$ cat src/verilog/bhr_defines.svh
// named offsets, timing counts and reset values of the bus hold and reset sequencer
`ifndef BHR_DEFINES_SVH
`define BHR_DEFINES_SVH

// ****************************************************************
// clock periods in ns
// ****************************************************************
`define BHR_REF_NS           5
`define BHR_DBL_NS           5

// ****************************************************************
// times in double-rate clock periods, and derived cycle counts
// ****************************************************************
`define BHR_WAIT_LOW_PERIODS 8
`define BHR_ST_POW           20
`define BHR_ST_EXTRA_PERIODS 60
`define BHR_INIT_PERIODS     400
`define BHR_WAIT_LOW_CYC     ((`BHR_WAIT_LOW_PERIODS * `BHR_DBL_NS + `BHR_REF_NS - 1) / `BHR_REF_NS)
`define BHR_ST_CYC           ((((1 << `BHR_ST_POW) + `BHR_ST_EXTRA_PERIODS) * `BHR_DBL_NS) / `BHR_REF_NS)
`define BHR_INIT_CYC         ((`BHR_INIT_PERIODS * `BHR_DBL_NS) / `BHR_REF_NS)

// ****************************************************************
// widths and values
// ****************************************************************
`define BHR_CNT_W            21
`define BHR_PRE_W            4
`define BHR_SIG_PASS         32'h00000000
`define BHR_SIG_FAIL         32'hFFFFFFFF
`define BHR_NMI_VECTOR       8'h02
`define BHR_PIN_RST          8'hD8

`endif

$ cat src/verilog/bhr_pkg.sv
// types shared by the bus hold and reset sequencer
package bhr_pkg;

	// ****************************************************************
	// sequencer states, one-hot
	// ****************************************************************
	typedef enum logic [7:0] {
		ST_RESET    = 8'h01,
		ST_ARM      = 8'h02,
		ST_SELFTEST = 8'h04,
		ST_INIT     = 8'h08,
		ST_IDLE     = 8'h10,
		ST_FIRST    = 8'h20,
		ST_T2       = 8'h40,
		ST_GRANT    = 8'h80
	} bhr_state_e;

	// ****************************************************************
	// pins from outside the clock domain (bit 7 first)
	// ****************************************************************
	typedef struct packed {
		logic cop_wait_n;            // coprocessor wait, low active
		logic cop_fault_n;           // coprocessor fault, low active
		logic hold_req;              // bus hold request
		logic ready_n;               // cycle acknowledge, low active
		logic narrow_width_input_n;  // half-width bus response, low active
		logic reset_req;             // system reset pin, high active
		logic nmi;                   // nonmaskable interrupt, edge
		logic operand_xfer_request;  // coprocessor operand request
	} bhr_pins_s;

	// ****************************************************************
	// status toward the processor core
	// ****************************************************************
	typedef struct packed {
		logic selftest_active;
		logic init_active;
		logic cop32_protocol;
		logic nmi_request;
	} bhr_status_s;

endpackage

$ cat src/verilog/bhr_sync3.sv
// three-stage pin synchroniser with agreement filter
`timescale 1ns/100ps

module bhr_sync3 #(
	parameter int             W   = 8,
	parameter logic [W-1:0]   RST = '0
) (
	input  wire logic         ref_clk,
	input  wire logic         resetn,
	input  wire logic [W-1:0] raw,
	output logic      [W-1:0] clean
);

	// ****************************************************************
	// one chain per bit; first stage feeds only the second
	// ****************************************************************
	genvar i;
	generate
		for (i = 0; i < W; i++)
		begin : g_bit
			logic s1;  // metastable catch
			logic s2;  // second stage
			logic s3;  // third stage

			// shift chain
			always_ff @(posedge ref_clk)
			begin
				if (!resetn)
				begin
					s1 <= RST[i];
					s2 <= RST[i];
					s3 <= RST[i];
				end
				else
				begin
					s1 <= raw[i];
					s2 <= s1;
					s3 <= s2;
				end
			end

			// a change counts only once two stable stages agree
			always_ff @(posedge ref_clk)
			begin
				if (!resetn)
					clean[i] <= RST[i];
				else if (s2 == s3)
					clean[i] <= s3;
			end
		end
	endgenerate

endmodule

$ cat src/verilog/bhr_seq.sv
// bus hold grant and reset sequencing for the local processor bus
`timescale 1ns/100ps
`include "bhr_defines.svh"

module bhr_seq #(
	parameter int unsigned ST_CYC = `BHR_ST_CYC  // self-test length, shorten in simulation
) (
	input  wire logic                ref_clk,
	input  wire logic                resetn,
	input  wire bhr_pkg::bhr_pins_s  pins,
	input  wire logic                core_req,
	input  wire logic                core_lock,
	input  wire logic                core_need_upper,
	input  wire logic                core_nmi_taken,
	input  wire logic                coprocessor_opcode,
	input  wire logic                st_fault,
	output logic                     grant_acknowledge,
	output logic                     bus_oe,
	output logic                     addr_strobe,
	output logic                     lock_out,
	output logic                     cycle_done,
	output logic                     proc_clk_en,
	output bhr_pkg::bhr_status_s     status,
	output logic [7:0]               nmi_vector,
	output logic [31:0]              accumulator_reg
);

	// ****************************************************************
	// constants at the widths they meet
	// ****************************************************************
	localparam logic [`BHR_CNT_W-1:0] ST_LAST   = `BHR_CNT_W'(ST_CYC - 1);
	localparam logic [`BHR_CNT_W-1:0] INIT_LAST = `BHR_CNT_W'(`BHR_INIT_CYC - 1);
	localparam logic [`BHR_CNT_W-1:0] ARM_LAST  = `BHR_CNT_W'(`BHR_WAIT_LOW_CYC - 1);
	localparam logic [`BHR_PRE_W-1:0] PRE_FULL  = `BHR_PRE_W'(`BHR_WAIT_LOW_CYC);

	// ****************************************************************
	// declarations
	// ****************************************************************
	bhr_pkg::bhr_pins_s     pc;              // synchronised pins
	bhr_pkg::bhr_state_e    state;           // sequencer state
	bhr_pkg::bhr_state_e    next_state;      // its next value
	logic [`BHR_CNT_W-1:0]  cnt;             // cycles spent in the state
	logic [`BHR_PRE_W-1:0]  pre_cnt;         // wait-low run during reset
	logic                   second_q;        // second half-width cycle running
	logic                   lock_q;          // current cycle is locked
	logic                   nmi_prev;        // last nmi level
	logic                   nmi_pend;        // one remembered nmi edge
	logic                   nmi_rise;        // nmi rising edge this cycle
	logic                   cop32;           // 32-bit coprocessor protocol
	logic                   opcode_seen;     // first coprocessor opcode issued
	logic                   fault_seen;      // self-test engine saw a fault
	logic                   phase;           // processor clock phase
	logic                   rdy;             // cycle acknowledged
	logic                   narrow;          // half-width response
	logic                   in_grant;        // grant state decode

	// ****************************************************************
	// pin synchronisers
	// ****************************************************************
	bhr_sync3 #(
		.W   (8),
		.RST (`BHR_PIN_RST)
	) u_sync (
		.ref_clk (ref_clk),
		.resetn  (resetn),
		.raw     (pins),
		.clean   (pc)
	);

	// ****************************************************************
	// decodes
	// ****************************************************************
	// in grant the acknowledge and narrow pins are never looked at
	assign rdy      = ~pc.ready_n & ~in_grant;
	assign narrow   = ~pc.narrow_width_input_n & ~in_grant;
	assign in_grant = (state == bhr_pkg::ST_GRANT);
	assign nmi_rise = pc.nmi & ~nmi_prev;

	// ****************************************************************
	// next state
	// ****************************************************************
	// reset is checked first so it wins over hold in every state
	always_comb
	begin
		next_state = state;
		if (pc.reset_req)
			next_state = bhr_pkg::ST_RESET;
		else
		begin
			case (state)
				bhr_pkg::ST_RESET:
					// wait held low long enough before the falling edge
					if (pre_cnt == PRE_FULL)
						next_state = bhr_pkg::ST_ARM;
					else
						next_state = bhr_pkg::ST_INIT;
				bhr_pkg::ST_ARM:
					// wait must also stay low after the falling edge
					if (pc.cop_wait_n)
						next_state = bhr_pkg::ST_INIT;
					else if (cnt == ARM_LAST)
						next_state = bhr_pkg::ST_SELFTEST;
				bhr_pkg::ST_SELFTEST:
					// length fixed, outcome does not shorten it
					if (cnt == ST_LAST)
						next_state = bhr_pkg::ST_INIT;
				bhr_pkg::ST_INIT:
					if (cnt == INIT_LAST)
						next_state = bhr_pkg::ST_IDLE;
				bhr_pkg::ST_IDLE:
					// hold is looked at before the first cycle is started
					if (pc.hold_req)
						next_state = bhr_pkg::ST_GRANT;
					else if (core_req)
						next_state = bhr_pkg::ST_FIRST;
				bhr_pkg::ST_FIRST:
					next_state = bhr_pkg::ST_T2;
				bhr_pkg::ST_T2:
					if (rdy)
					begin
						if (narrow && core_need_upper && !second_q)
							next_state = bhr_pkg::ST_FIRST;
						else if (pc.hold_req && !core_lock)
							next_state = bhr_pkg::ST_GRANT;
						else if (core_req)
							next_state = bhr_pkg::ST_FIRST;
						else
							next_state = bhr_pkg::ST_IDLE;
					end
				bhr_pkg::ST_GRANT:
					// only hold and reset end the grant state; core_req picks FIRST or IDLE as the exit
					if (!pc.hold_req)
					begin
						if (core_req)
							next_state = bhr_pkg::ST_FIRST;
						else
							next_state = bhr_pkg::ST_IDLE;
					end
				default:
					next_state = bhr_pkg::ST_RESET;
			endcase
		end
	end

	// ****************************************************************
	// state register
	// ****************************************************************
	always_ff @(posedge ref_clk)
	begin
		if (!resetn)
			state <= bhr_pkg::ST_RESET;
		else
			state <= next_state;
	end

	// ****************************************************************
	// state cycle counter
	// ****************************************************************
	// one shared counter; it restarts on every state change
	always_ff @(posedge ref_clk)
	begin
		if (!resetn)
			cnt <= '0;
		else if (next_state != state)
			cnt <= '0;
		else
			cnt <= cnt + `BHR_CNT_W'(1);
	end

	// ****************************************************************
	// wait-low run during reset
	// ****************************************************************
	// saturating, so a long reset does not wrap and lose the request
	always_ff @(posedge ref_clk)
	begin
		if (!resetn)
			pre_cnt <= '0;
		else if (state != bhr_pkg::ST_RESET)
			pre_cnt <= '0;
		else if (pc.cop_wait_n)
			pre_cnt <= '0;
		else if (pre_cnt != PRE_FULL)
			pre_cnt <= pre_cnt + `BHR_PRE_W'(1);
	end

	// ****************************************************************
	// bus cycle bookkeeping
	// ****************************************************************
	// second_q marks the upper half cycle so it is run only once
	always_ff @(posedge ref_clk)
	begin
		if (!resetn || pc.reset_req)
		begin
			second_q <= 1'b0;
			lock_q   <= 1'b0;
		end
		else if (state == bhr_pkg::ST_T2 && rdy)
		begin
			second_q <= narrow && core_need_upper && !second_q;
			lock_q   <= core_lock;
		end
		else if (state == bhr_pkg::ST_IDLE || in_grant)
			lock_q   <= core_lock;
	end

	// ****************************************************************
	// nonmaskable interrupt edge
	// ****************************************************************
	// only one edge is stored; a clear in the same cycle as an edge loses
	always_ff @(posedge ref_clk)
	begin
		if (!resetn || pc.reset_req)
		begin
			nmi_prev <= 1'b0;
			nmi_pend <= 1'b0;
		end
		else
		begin
			nmi_prev <= pc.nmi;
			if (nmi_rise)
				nmi_pend <= 1'b1;
			else if (core_nmi_taken && !in_grant)
				nmi_pend <= 1'b0;
		end
	end

	// ****************************************************************
	// coprocessor protocol detection
	// ****************************************************************
	// sampling stops at the first opcode so later fault levels are ignored
	always_ff @(posedge ref_clk)
	begin
		if (!resetn || pc.reset_req)
		begin
			cop32       <= 1'b0;
			opcode_seen <= 1'b0;
		end
		else
		begin
			if (coprocessor_opcode)
				opcode_seen <= 1'b1;
			if (!opcode_seen && !coprocessor_opcode && pc.cop_wait_n)
				cop32 <= ~pc.cop_fault_n;
		end
	end

	// ****************************************************************
	// self-test signature
	// ****************************************************************
	always_ff @(posedge ref_clk)
	begin
		if (!resetn)
		begin
			fault_seen      <= 1'b0;
			accumulator_reg <= `BHR_SIG_PASS;
		end
		else if (state == bhr_pkg::ST_RESET)
			fault_seen <= 1'b0;
		else if (state == bhr_pkg::ST_SELFTEST)
		begin
			if (st_fault)
				fault_seen <= 1'b1;
			// written once at the end, whatever the result
			if (cnt == ST_LAST)
				accumulator_reg <= (fault_seen || st_fault) ? `BHR_SIG_FAIL : `BHR_SIG_PASS;
		end
	end

	// ****************************************************************
	// processor clock phase
	// ****************************************************************
	// held during reset so the first phase after the fall is known
	always_ff @(posedge ref_clk)
	begin
		if (!resetn || state == bhr_pkg::ST_RESET)
			phase <= 1'b0;
		else
			phase <= ~phase;
	end

	// ****************************************************************
	// outputs
	// ****************************************************************
	// both from the state register, so acknowledge and drive swap together
	assign grant_acknowledge      = in_grant;
	assign bus_oe                 = ~in_grant;
	assign addr_strobe            = (state == bhr_pkg::ST_FIRST);
	assign lock_out               = lock_q & (state == bhr_pkg::ST_FIRST || state == bhr_pkg::ST_T2);
	// done only when no upper half cycle is still to follow
	assign cycle_done             = (state == bhr_pkg::ST_T2) & rdy
		& ~(narrow & core_need_upper & ~second_q);
	assign proc_clk_en            = phase;
	assign status.selftest_active = (state == bhr_pkg::ST_SELFTEST);
	assign status.init_active     = (state == bhr_pkg::ST_INIT);
	assign status.cop32_protocol  = cop32;
	assign status.nmi_request     = nmi_pend & ~in_grant;
	assign nmi_vector             = `BHR_NMI_VECTOR;
endmodule

$ cat config.mk
export PLATFORM = sky130hd
export DESIGN_NAME = bhr_seq
export DESIGN_NICKNAME = d
export VERILOG_FILES = /design/src/verilog/bhr_pkg.sv /design/src/verilog/bhr_sync3.sv /design/src/verilog/bhr_seq.sv
export VERILOG_INCLUDE_DIRS = /design/src /design/src/verilog
export SDC_FILE = /design/constraint.sdc
export NUM_CORES = 1
export LEC_CHECK = 0
export ABC_AREA = 1
export BUFFER_PORTS_ARGS = -buffer_cell sky130_fd_sc_hd__buf_2
export CAP_MARGIN = 20
export CORE_UTILIZATION = 60
export CTS_CLUSTER_SIZE = 20
export DETAILED_ROUTE_END_ITERATION = 10
export GPL_TIMING_DRIVEN = 0
export PLACE_DENSITY = 0.85
export SETUP_SLACK_MARGIN = 0.15
export SYNTH_ARGS = -nofsm -noshare
export SYNTH_HDL_FRONTEND = slang
export SYNTH_SLANG_ARGS = --single-unit
$ cat constraint.sdc
create_clock -name ref_clk -period 3.9 [get_ports ref_clk]
set_input_delay 0.585 -clock ref_clk [delete_from_list [all_inputs] [get_ports ref_clk]]
set_output_delay 0.585 -clock ref_clk [all_outputs]
set_load 0.05 [all_outputs]
Word level (Yosys, flattened, before mapping)
Cells that the tools add are included.
Widths: inputs -> output; s select.
{"block": "totals", "reg_bits": 101, "inputBits": 16, "output_inout_bits": 50, "word_cells": 127}
{"block": "classes", "n_addsub": 2, "n_eq_ne": 22, "n_mux": 19, "bitwise_logic": 19, "n_reduce_logical": 25}
{"operator": "$mux 8", "n": 11}
{"operator": "$pmux 8 s8", "n": 1}
{"operator": "$mux 32", "n": 1}
{"operator": "$add 21x1->21 const B", "n": 1}
{"operator": "$eq 21x21->1 const B", "n": 1}
{"operator": "$eq 21x3->1 const B", "n": 1}
{"operator": "$eq 21x9->1 const B", "n": 1}
{"operator": "$not 1->1", "n": 10}
{"operator": "$and 1x1->1", "n": 9}
{"operator": "$eq 8x1->1 const B", "n": 1}
{"operator": "$eq 8x2->1 const B", "n": 1}
{"operator": "$eq 8x3->1 const B", "n": 1}
{"operator": "$eq 8x4->1 const B", "n": 1}
{"operator": "$eq 8x5->1 const B", "n": 1}
{"operator": "$eq 8x6->1 const B", "n": 1}
{"operator": "$eq 8x7->1 const B", "n": 1}
{"operator": "$eq 8x8->1 const B", "n": 1}
{"operator": "$ne 8x1->1 const B", "n": 1}
{"operator": "$ne 8x8->1", "n": 1}
{"operator": "$eq 1x1->1", "n": 7}
{"operator": "$logic_and 1x1->1", "n": 7}
{"operator": "$logic_not 1->1", "n": 6}
{"operator": "$mux 6", "n": 1}
{"operator": "$logic_or 1x1->1", "n": 5}
{"operator": "10 further kinds", "n": 15}

Depth between registers and ports, before layout
Gate-level depths: netlist of run 1.
{"block": "depth", "depth_word": 11, "ltp_mapped": 15, "depth_no_buf": 14}

Modules after synthesis
From an unflattened synthesis of run 1, not the netlist that was laid out.
{"block": "unflattened", "cells_unflattened": 518, "area_unflattened_um2": 3849.9}
{"module": "bhr_seq", "instances": 1, "cells_per_inst": 395, "area_per_inst_um2": 2851.5, "seq_area_each_um2": 840.8}
{"module": "bhr_sync3", "instances": 1, "cells_per_inst": 123, "area_per_inst_um2": 998.5, "seq_area_each_um2": 640.6}

Worst setup path after synthesis of run 1
Ideal clock, no wire load.
{"block": "synth_timing", "path_kind": "register to output", "start": "reg state[0]", "end": "out lock_out", "arrival_ns": 1.900, "required_time_ns": 3.315, "path_slack_ns": 1.415, "stages_incl_launch_ff": 6, "path_buffers": 0, "cell_sequence": "dfxtp_1 > nor2_2 > nand2_4 > nor2_4 > inv_2 > a21boi_0"}
{"block": "synth_between", "elab_chain_len": 3, "elab_cells_between_ends": 4, "cone_classes": "2 x eq/ne; 1 x bitwise; 1 x reduce/logical"}
{"item": "from (decl)", "line_no": "bhr_seq.sv:40", "rtl": "bhr_pkg::bhr_state_e state;"}
{"item": "from (signal assigned)", "line_no": "bhr_seq.sv:151", "rtl": "state <= bhr_pkg::ST_RESET;"}
{"item": "from (signal assigned)", "line_no": "bhr_seq.sv:153", "rtl": "state <= next_state;"}
{"item": "$eq 8x6->1 or $eq 8x7->1 (tied branches)", "line_no": "bhr_seq.sv:288", "rtl": "assign lock_out = lock_q & (state == bhr_pkg::ST_FIRST || state == bhr_pkg::ST_T2);"}
{"item": "$logic_or 1x1->1 *", "line_no": "bhr_seq.sv:288"}
{"item": "$and 1x1->1 *", "line_no": "bhr_seq.sv:288"}
{"item": "to (decl)", "line_no": "bhr_seq.sv:20", "rtl": "output logic lock_out,"}
Mark *: on every way between the ends. The rest lies on a longest branch, timed or not.

Worst setup path in the final report of run 1
{"block": "layout_timing", "start": "reg state[0]", "end": "out cycle_done"}
{"block": "layout_between", "elab_chain_len": 7, "elab_cells_between_ends": 10, "cone_classes": "2 x eq/ne; 8 x bitwise"}
{"item": "$eq 8x8->1", "line_no": "bhr_seq.sv:76", "rtl": "assign in_grant = (state == bhr_pkg::ST_GRANT);"}
{"item": "$not 1->1", "line_no": "bhr_seq.sv:74, bhr_seq.sv:75"}
{"item": "$and 1x1->1", "line_no": "bhr_seq.sv:75", "rtl": "assign narrow = ~pc.narrow_width_input_n & ~in_grant;"}
{"item": "$and 1x1->1 (2 in a row)", "line_no": "bhr_seq.sv:291", "rtl": "& ~(narrow & core_need_upper & ~second_q);"}
{"item": "$not 1->1", "line_no": "bhr_seq.sv:291"}
{"item": "$and 1x1->1 *", "line_no": "bhr_seq.sv:291"}
{"item": "to (decl)", "line_no": "bhr_seq.sv:21", "rtl": "output logic cycle_done,"}
Marks and branches as above.

==> results.yml, run 1 <==
run_status:
  status: "finished clean"
detailed_routing:
  vias: 3193
  wirelength_mm: 7.323
  wl_per_cell_um: 11.37
  drc: 0
  initialDrtViolationCount: 71
  routed_via_density: 4.958
  drtPass1Iterations: 4
  postRouteAntennaNets: 0
critical_path:
  worstSetupPathType: "reg2out"
  critPathMaxFanout: 4
  cp_data_required_time_ns: 3.31
  rr_worst_depth: 9
  cp-end-kind: "output pin"
  arrival_ns: 1.86
  startpoint_type: "flip-flop"
finish:
  fillCellCount: 495
  top_regs: "cnt (21), state (8)"
  largest_reg_flops: 21
  area_delta_synth_final_pct: 16.64
  nets: 584
  drive_gt1_frac: 0.3251
  ff_latch_area_um2: 1401
  multi_input_area_um2: 1719
  largest-register: "cnt"
  antenna_cells: 0
die:
  dieHeight_um: 80.59
  rows: 28
  dieArea_um2: 6495
  core_area_um2: 5956
  dieWidth_um: 80.59
  ios: 66
  start_util: 0.6223
global_routing:
  antenna_found_initial: 0
  grt_pass1_vias: 2923
  grt_overflow: 0
  track_usage: 0.2398
  grt_pass1_wl_mm: 12.00
  grt_max_degree: 34
yosys:
  ys_top_cells_by_count: "87 x nand2_1, 70 x dfxtp_1, 58 x nor2_1"
  netlist_area_um2: 3706
  synth_area_leaders: "dfxtp_1 38%, nand2_1 8.8%, buf_4 8.1%, nor2_1 5.9%, inv_1 5.8%"
  synthCells: 492
  yosysSeqAreaShare: 0.3781
  postSynthAreaPerCell_um2: 7.533
  ys_ff_latch: 70
  yosysTopAreaCell: "dfxtp_1"
  synth.distinct_cells: 33
  synth.most_common_cell: "nand2_1"
  yosys_warnings: 0
  ys_dominant_reg_cell: "dfxtp_1"
  synth_edf_count: 0
  synth_top_area_share: 0.3781
  async_flop_share: 0
place:
  gp_congestion: 0.8688
  dp_slack_ns: 1.812
  place_hpwl_mm: 5.479
  portBuffers: 56
timing:
  post-route-period-util: 0.6271
  tns_ns: 0
  worst_clock_skew_ns: 0.009322
  slew_headroom: 0.3528
  clock.fmax_ghz: 0.4089
  min_period_ns: 2.446
  post-route-worst-setup-slack_ns: 1.454
  slew_violations: 0
  tightestPinTransition_ns: 0.9695
  finalSetupViolations: 0
  rsz0062_at_grt: "false"
  finalHoldViolCount: 0
run:
  cap_violations: 0
cts:
  cts_hold_buf: 0
  clockRootBuffer: "clkbuf_8"
  cts_tree: "done"
  cts_max_path_buffers: 2
  cts_setup_buffers: 0
  htree_levels: 3
  cts_resized: 0
  clk_latency_ns: 0.35
  cts_buffers: 9
  clock_sinks: 70
  clk_pin_slew_ns: 0.08
power:
  leakagePower_nw: 2.112
  ir_worst_vdd_mv: 0.3709
  pwr_density_cell_nw_per_um2: 361.8
hold_path:
  min_path_type: "reg2reg"
  hold_depth: 1
==> per-stage QoR <==
step / hold slack, ns / utilization / std cells / power (W) / cell area [µm²]
6_report: 0.4105 / 0.7258 / 644 / 0.001564 / 4323
4_1_cts: 0.3997 / 0.7258 / 644 / 0.001576 / 4323
3_5_place_dp: 0.4031 / 0.6889 / 629 / 0.0009300 / 4103
2_1_floorplan: 0.3905 / - / 498 / 0.0008961 / 3729
5_1_grt: 0.4130 / 0.7258 / 644 / 0.001615 / 4323
3_3_place_gp: 0.3932 / 0.6889 / 629 / 0.0009251 / 4103
==> critical path, cell delays in order (launching register included) <==
cell     delay [ns]
dfxtp_1        0.34
nor2_2         0.21
nand2_4        0.10
nor2_4         0.14
inv_2          0.06
nor2_2         0.19
inv_1          0.08
nor2_1         0.12
buf_2          0.28
==> worst paths after layout <==
kind	start	to	slack, ns
hold / removal	proc_clk_en$_SDFF_PP0_	proc_clk_en$_SDFF_PP0_	0.41
hold reg to reg	proc_clk_en$_SDFF_PP0_	proc_clk_en$_SDFF_PP0_	0.41
setup / recovery	state[0]$_SDFF_PN1_	cycle_done	1.45
setup reg to reg	cnt[0]$_SDFF_PP0_	cnt[18]$_SDFF_PP0_	1.78
==> report_power, final <==
group	leakage (nW)	switching, W	total (W)	internal [W]
Combinational	1.43	0.000117	0.000172	0.0000552
Clock	0.113	0.000274	0.000650	0.000376
Sequential	0.569	0.0000106	0.000742	0.000731
Total	2.11	0.000402	0.00156	0.00116
==> metal layers <==
metal	vias up	global-route usage	wire length [µm]
met5	-	0	0
met4	0	0.1286	197
met3	16	0.05455	269
met2	63	0.4407	3825
met1	1478	0.2500	3031
li1	1636	-	-
==> layout by cell type (no fill, tap or decap), types with 2 or more instances in the layout <==
master,instances
nor3_2,20
inv_2,7
xnor2_1,8
nand2_4,2
clkbuf_1,3
nand3_2,3
dfxtp_1,70
nor2_1,58
buf_4,40
nor3_1,7
nand3_1,30
buf_6,4
xor2_1,14
nor4_1,2
or2_2,12
nor2_4,2
nand2_2,7
nor3b_1,2
conb_1,8
bufinv_16,2
o21ai_0,12
inv_1,57
nand2_1,87
nand4_1,5
clkbuf_8,10
nand4_2,2
nor2_2,10
buf_2,57
a21oi_1,16
nor4_2,2
ha_1,3
==> final cells by class <==
cell class | count | share of cell area
multi-input combinational | 315 | 0.3977
sequential | 70 | 0.3242
buffer | 48 | 0.08365
timing repair buffer | 56 | 0.06483
inverter | 65 | 0.05702
clock buffer | 10 | 0.03184
tap | 75 | 0.02171
clock inverter | 5 | 0.01910
==> cells by family after synthesis <==
family,synth area share
and+or+nand+nor,0.3494
buffers and inverters,0.1641
DFF,0.3781
AOI/OAI and AO/OA,0.04423
xor gates and xnor gates,0.05199
adders and majority gates,0.01013
other,0.002026
No activity file was read; power rests on OpenSTA's default activity.
==> inputs of run 2 (changes only) <==
--- a/config.mk
+++ b/config.mk
@@ -6,14 +6,14 @@
 export SDC_FILE = /design/constraint.sdc
 export NUM_CORES = 1
 export LEC_CHECK = 0
-export ABC_AREA = 1
+export ABC_AREA = 0
 export BUFFER_PORTS_ARGS = -buffer_cell sky130_fd_sc_hd__buf_2
 export CAP_MARGIN = 20
-export CORE_UTILIZATION = 60
+export CORE_UTILIZATION = 56
 export CTS_CLUSTER_SIZE = 20
 export DETAILED_ROUTE_END_ITERATION = 10
 export GPL_TIMING_DRIVEN = 0
-export PLACE_DENSITY = 0.85
+export PLACE_DENSITY = 0.8
 export SETUP_SLACK_MARGIN = 0.15
 export SYNTH_ARGS = -nofsm -noshare
 export SYNTH_HDL_FRONTEND = slang
==> constraint.sdc (replaced) <==
create_clock -name ref_clk -period 2.55 [get_ports ref_clk]
set_input_delay 0.3825 -clock ref_clk [delete_from_list [all_inputs] [get_ports ref_clk]]
set_output_delay 0.3825 -clock ref_clk [all_outputs]
set_load 0.05 [all_outputs]
==> results.yml, run 2 <==
finish:
  final_common_cell: "dfxtp_1"
  largest-register: "cnt"
  top_regs: "cnt (21), state (8)"
  final_cell_mix: "68 x dfxtp_1, 57 x buf_2, 55 x buf_4"
  largest_reg_flops: 21
  utilization: 0.7330
  fillCellCount: 489
  instances_no_fill: 597
  nets: 534
  stdcell_area_um2: 4681
  antenna_cells: 0
  drive_gt1_frac: 0.3615
  area_delta_synth_final_pct: 25.54
detailed_routing:
  vias: 3260
  initialDrtViolationCount: 130
  drc: 0
  routed_via_density: 5.461
  wl_per_cell_um: 14.12
  postRouteAntennaNets: 0
  wirelength_mm: 8.427
  drtPass1Iterations: 4
place:
  portBuffers: 56
  gp_congestion: 0.9426
  place_hpwl_mm: 5.562
  dpl_cell_area_um2: 4138
  dp_cells: 569
cts:
  cts_buffers: 9
  clk_latency_ns: 0.35
  htree_levels: 3
  clock_sinks: 70
  clk_pin_slew_ns: 0.08
  cts_tree: "done"
  clockRootBuffer: "clkbuf_8"
  cts_max_path_buffers: 2
yosys:
  synth.most_common_cell: "dfxtp_1"
  yosysTopAreaCell: "dfxtp_1"
  synth_top_area_share: 0.3758
  ys_top_cells_by_count: "70 x dfxtp_1, 45 x nand2_1, 43 x buf_4"
  yosysSeqAreaShare: 0.3758
  synthCells: 430
  synth_area_leaders: "dfxtp_1 38%, buf_4 8.7%, nor4_2 6.0%, nand2_1 4.5%, nor2_1 3.9%"
  postSynthAreaPerCell_um2: 8.671
  yosys_warnings: 0
  synth.distinct_cells: 56
  ys_ff_latch: 70
  synth_edf_count: 0
  netlist_area_um2: 3729
  async_flop_share: 0
  ys_dominant_reg_cell: "dfxtp_1"
global_routing:
  track_usage: 0.2424
  grt_max_degree: 34
  grt_pass1_wl_mm: 13.76
  grt_overflow: 0
  antenna_found_initial: 0
  grt_pass1_vias: 2939
run_status:
  status: "finished clean"
power:
  p_switching_w: 0.0008393
  pwr_density_cell_nw_per_um2: 592.0
  ir_worst_vdd_mv: 0.5891
  p_int_w: 0.001932
  clkPwrFrac: 0.369
  p_comb_frac: 0.215
  sw_frac_of_total: 0.3029
  seqPwrFrac: 0.416
  leakagePower_nw: 2.009
timing:
  post-route-period-util: 0.9467
  clock.fmax_ghz: 0.4143
  tightestPinTransition_ns: 0.6903
  min_period_ns: 2.414
  rsz0062_at_grt: "true"
  whs_ns: 0.2088
  finalSetupViolations: 0
  finalHoldViolCount: 0
  worst_clock_skew_ns: 0.006089
  slew_violations: 0
  slew_headroom: 0.5356
die:
  dieArea_um2: 6988
  dieWidth_um: 83.60
  start_util: 0.5839
  rows: 29
  dieHeight_um: 83.60
  core_area_um2: 6386
  ios: 66
critical_path:
  startpoint_type: "flip-flop"
  cp-end-kind: "flip-flop"
  critPathMaxFanout: 10
  arrival_ns: 2.68
  critical-path-max-stage-delay_ns: 0.37
  path_cells: "clkbuf_4 -> nor4_4 -> buf_4 -> nand3_2 -> o32a_1 -> a311oi_2 -> nand3_2 -> buf_6 -> nor4_2"
  worstSetupPathType: "reg2reg"
  crit_top_cell: "nand3_2"
  reg2reg_slack_ns: 0.14
  critical-path-slowest-cell: "o32a_1"
  cp_data_required_time_ns: 2.81
run:
  cap_violations: 0
hold_path:
  min_path_type: "in2reg"
## run 2: changes by cell type after synthesis, moves of 7 or more
cell | previous run | this run
nand2b_1 | 0 | 15
nor2_2 | 10 | 0
nand2_2 | 7 | 0
nand2_1 | 87 | 45
clkbuf_1 | 3 | 11
inv_1 | 57 | 15
nand3_1 | 30 | 12
nor2_1 | 58 | 39
nor4_2 | 2 | 18
and2_1 | 0 | 11
or2_2 | 12 | 1
nor3_2 | 20 | 1
inv_2 | 7 | 0
## run 2: worst paths after layout
path                                 startpoint                            end  cells after the start
setup / recovery            state[2]$_SDFF_PN0_              cnt[8]$_SDFF_PP0_                      9
hold / removal                          pins[3]  u_sync.g_bit[3].s1$_SDFF_PN1_                      2
hold reg to reg   u_sync.g_bit[3].s1$_SDFF_PN1_  u_sync.g_bit[3].s2$_SDFF_PN1_                      1
setup reg to reg            state[2]$_SDFF_PN0_              cnt[8]$_SDFF_PP0_                      9
## run 2: cell type report
class                      instances  area, µm²  share of cell area
buffer                            64      447.9             0.09570
inverter                          15      60.06             0.01283
multi-input combinational        287       2039              0.4357
clock buffer                       9      123.9             0.02646
sequential                        70       1404              0.2999
clock inverter                     7      106.4             0.02272
timing repair buffer              68      402.9             0.08607
tap                               77      96.34             0.02058
## run 2: power groups by stage
stage                     logic [W]  clock network, W  registers [W]
after floorplan            0.000351                 0        0.00118
after global routing       0.000639           0.00108        0.00116
after CTS                  0.000548           0.00104        0.00115
after global placement     0.000445                 0        0.00117
final                      0.000596           0.00102        0.00115
after detailed placement   0.000450                 0        0.00118
## run 2: stage by stage
stage                     setup TNS (ns)  setup slack (ns)  power, W
final                                  0            0.1360  0.002771
after global routing                   0           0.06038  0.002875
after CTS                              0            0.1504  0.002739
after detailed placement          -2.403           -0.1326  0.001625
after global placement            -1.453          -0.08477  0.001620
after floorplan                        0            0.2047  0.001532
## run 2: repair_timing
item                                    in CTS  in global routing
hold buffers                                 0                  0
gates cloned                                 2                  0
endpoints found under the setup margin      23                 24
buffers inserted                             3                  6
resized for setup                           26                 19
pin swaps                                    9                  6
## run 2: kinds of logic after synthesis
logic type,share of synthesized area
adders and majority gates,0.01007
xor gates and xnor gates,0.06107
DFF,0.3758
buffers and inverters,0.1292
and+or+nand+nor,0.3336
other,0.002014
muxes,0.005369
AOI/OAI and AO/OA,0.08289
## run 2: critical path, delay by kind of cell, from the launching register on
family                 cells  cell delay, ns
buffers and inverters      3            0.59
DFF                        1            0.33
AOI/OAI and AO/OA          2            0.65
and+or+nand+nor            4            0.76
## run 2: metal layers
metal,share of wire,GRT usage
met5,0,0
met4,0.018,0.1094
met3,0.051,0.05045
met2,0.52,0.4146
met1,0.41,0.2917
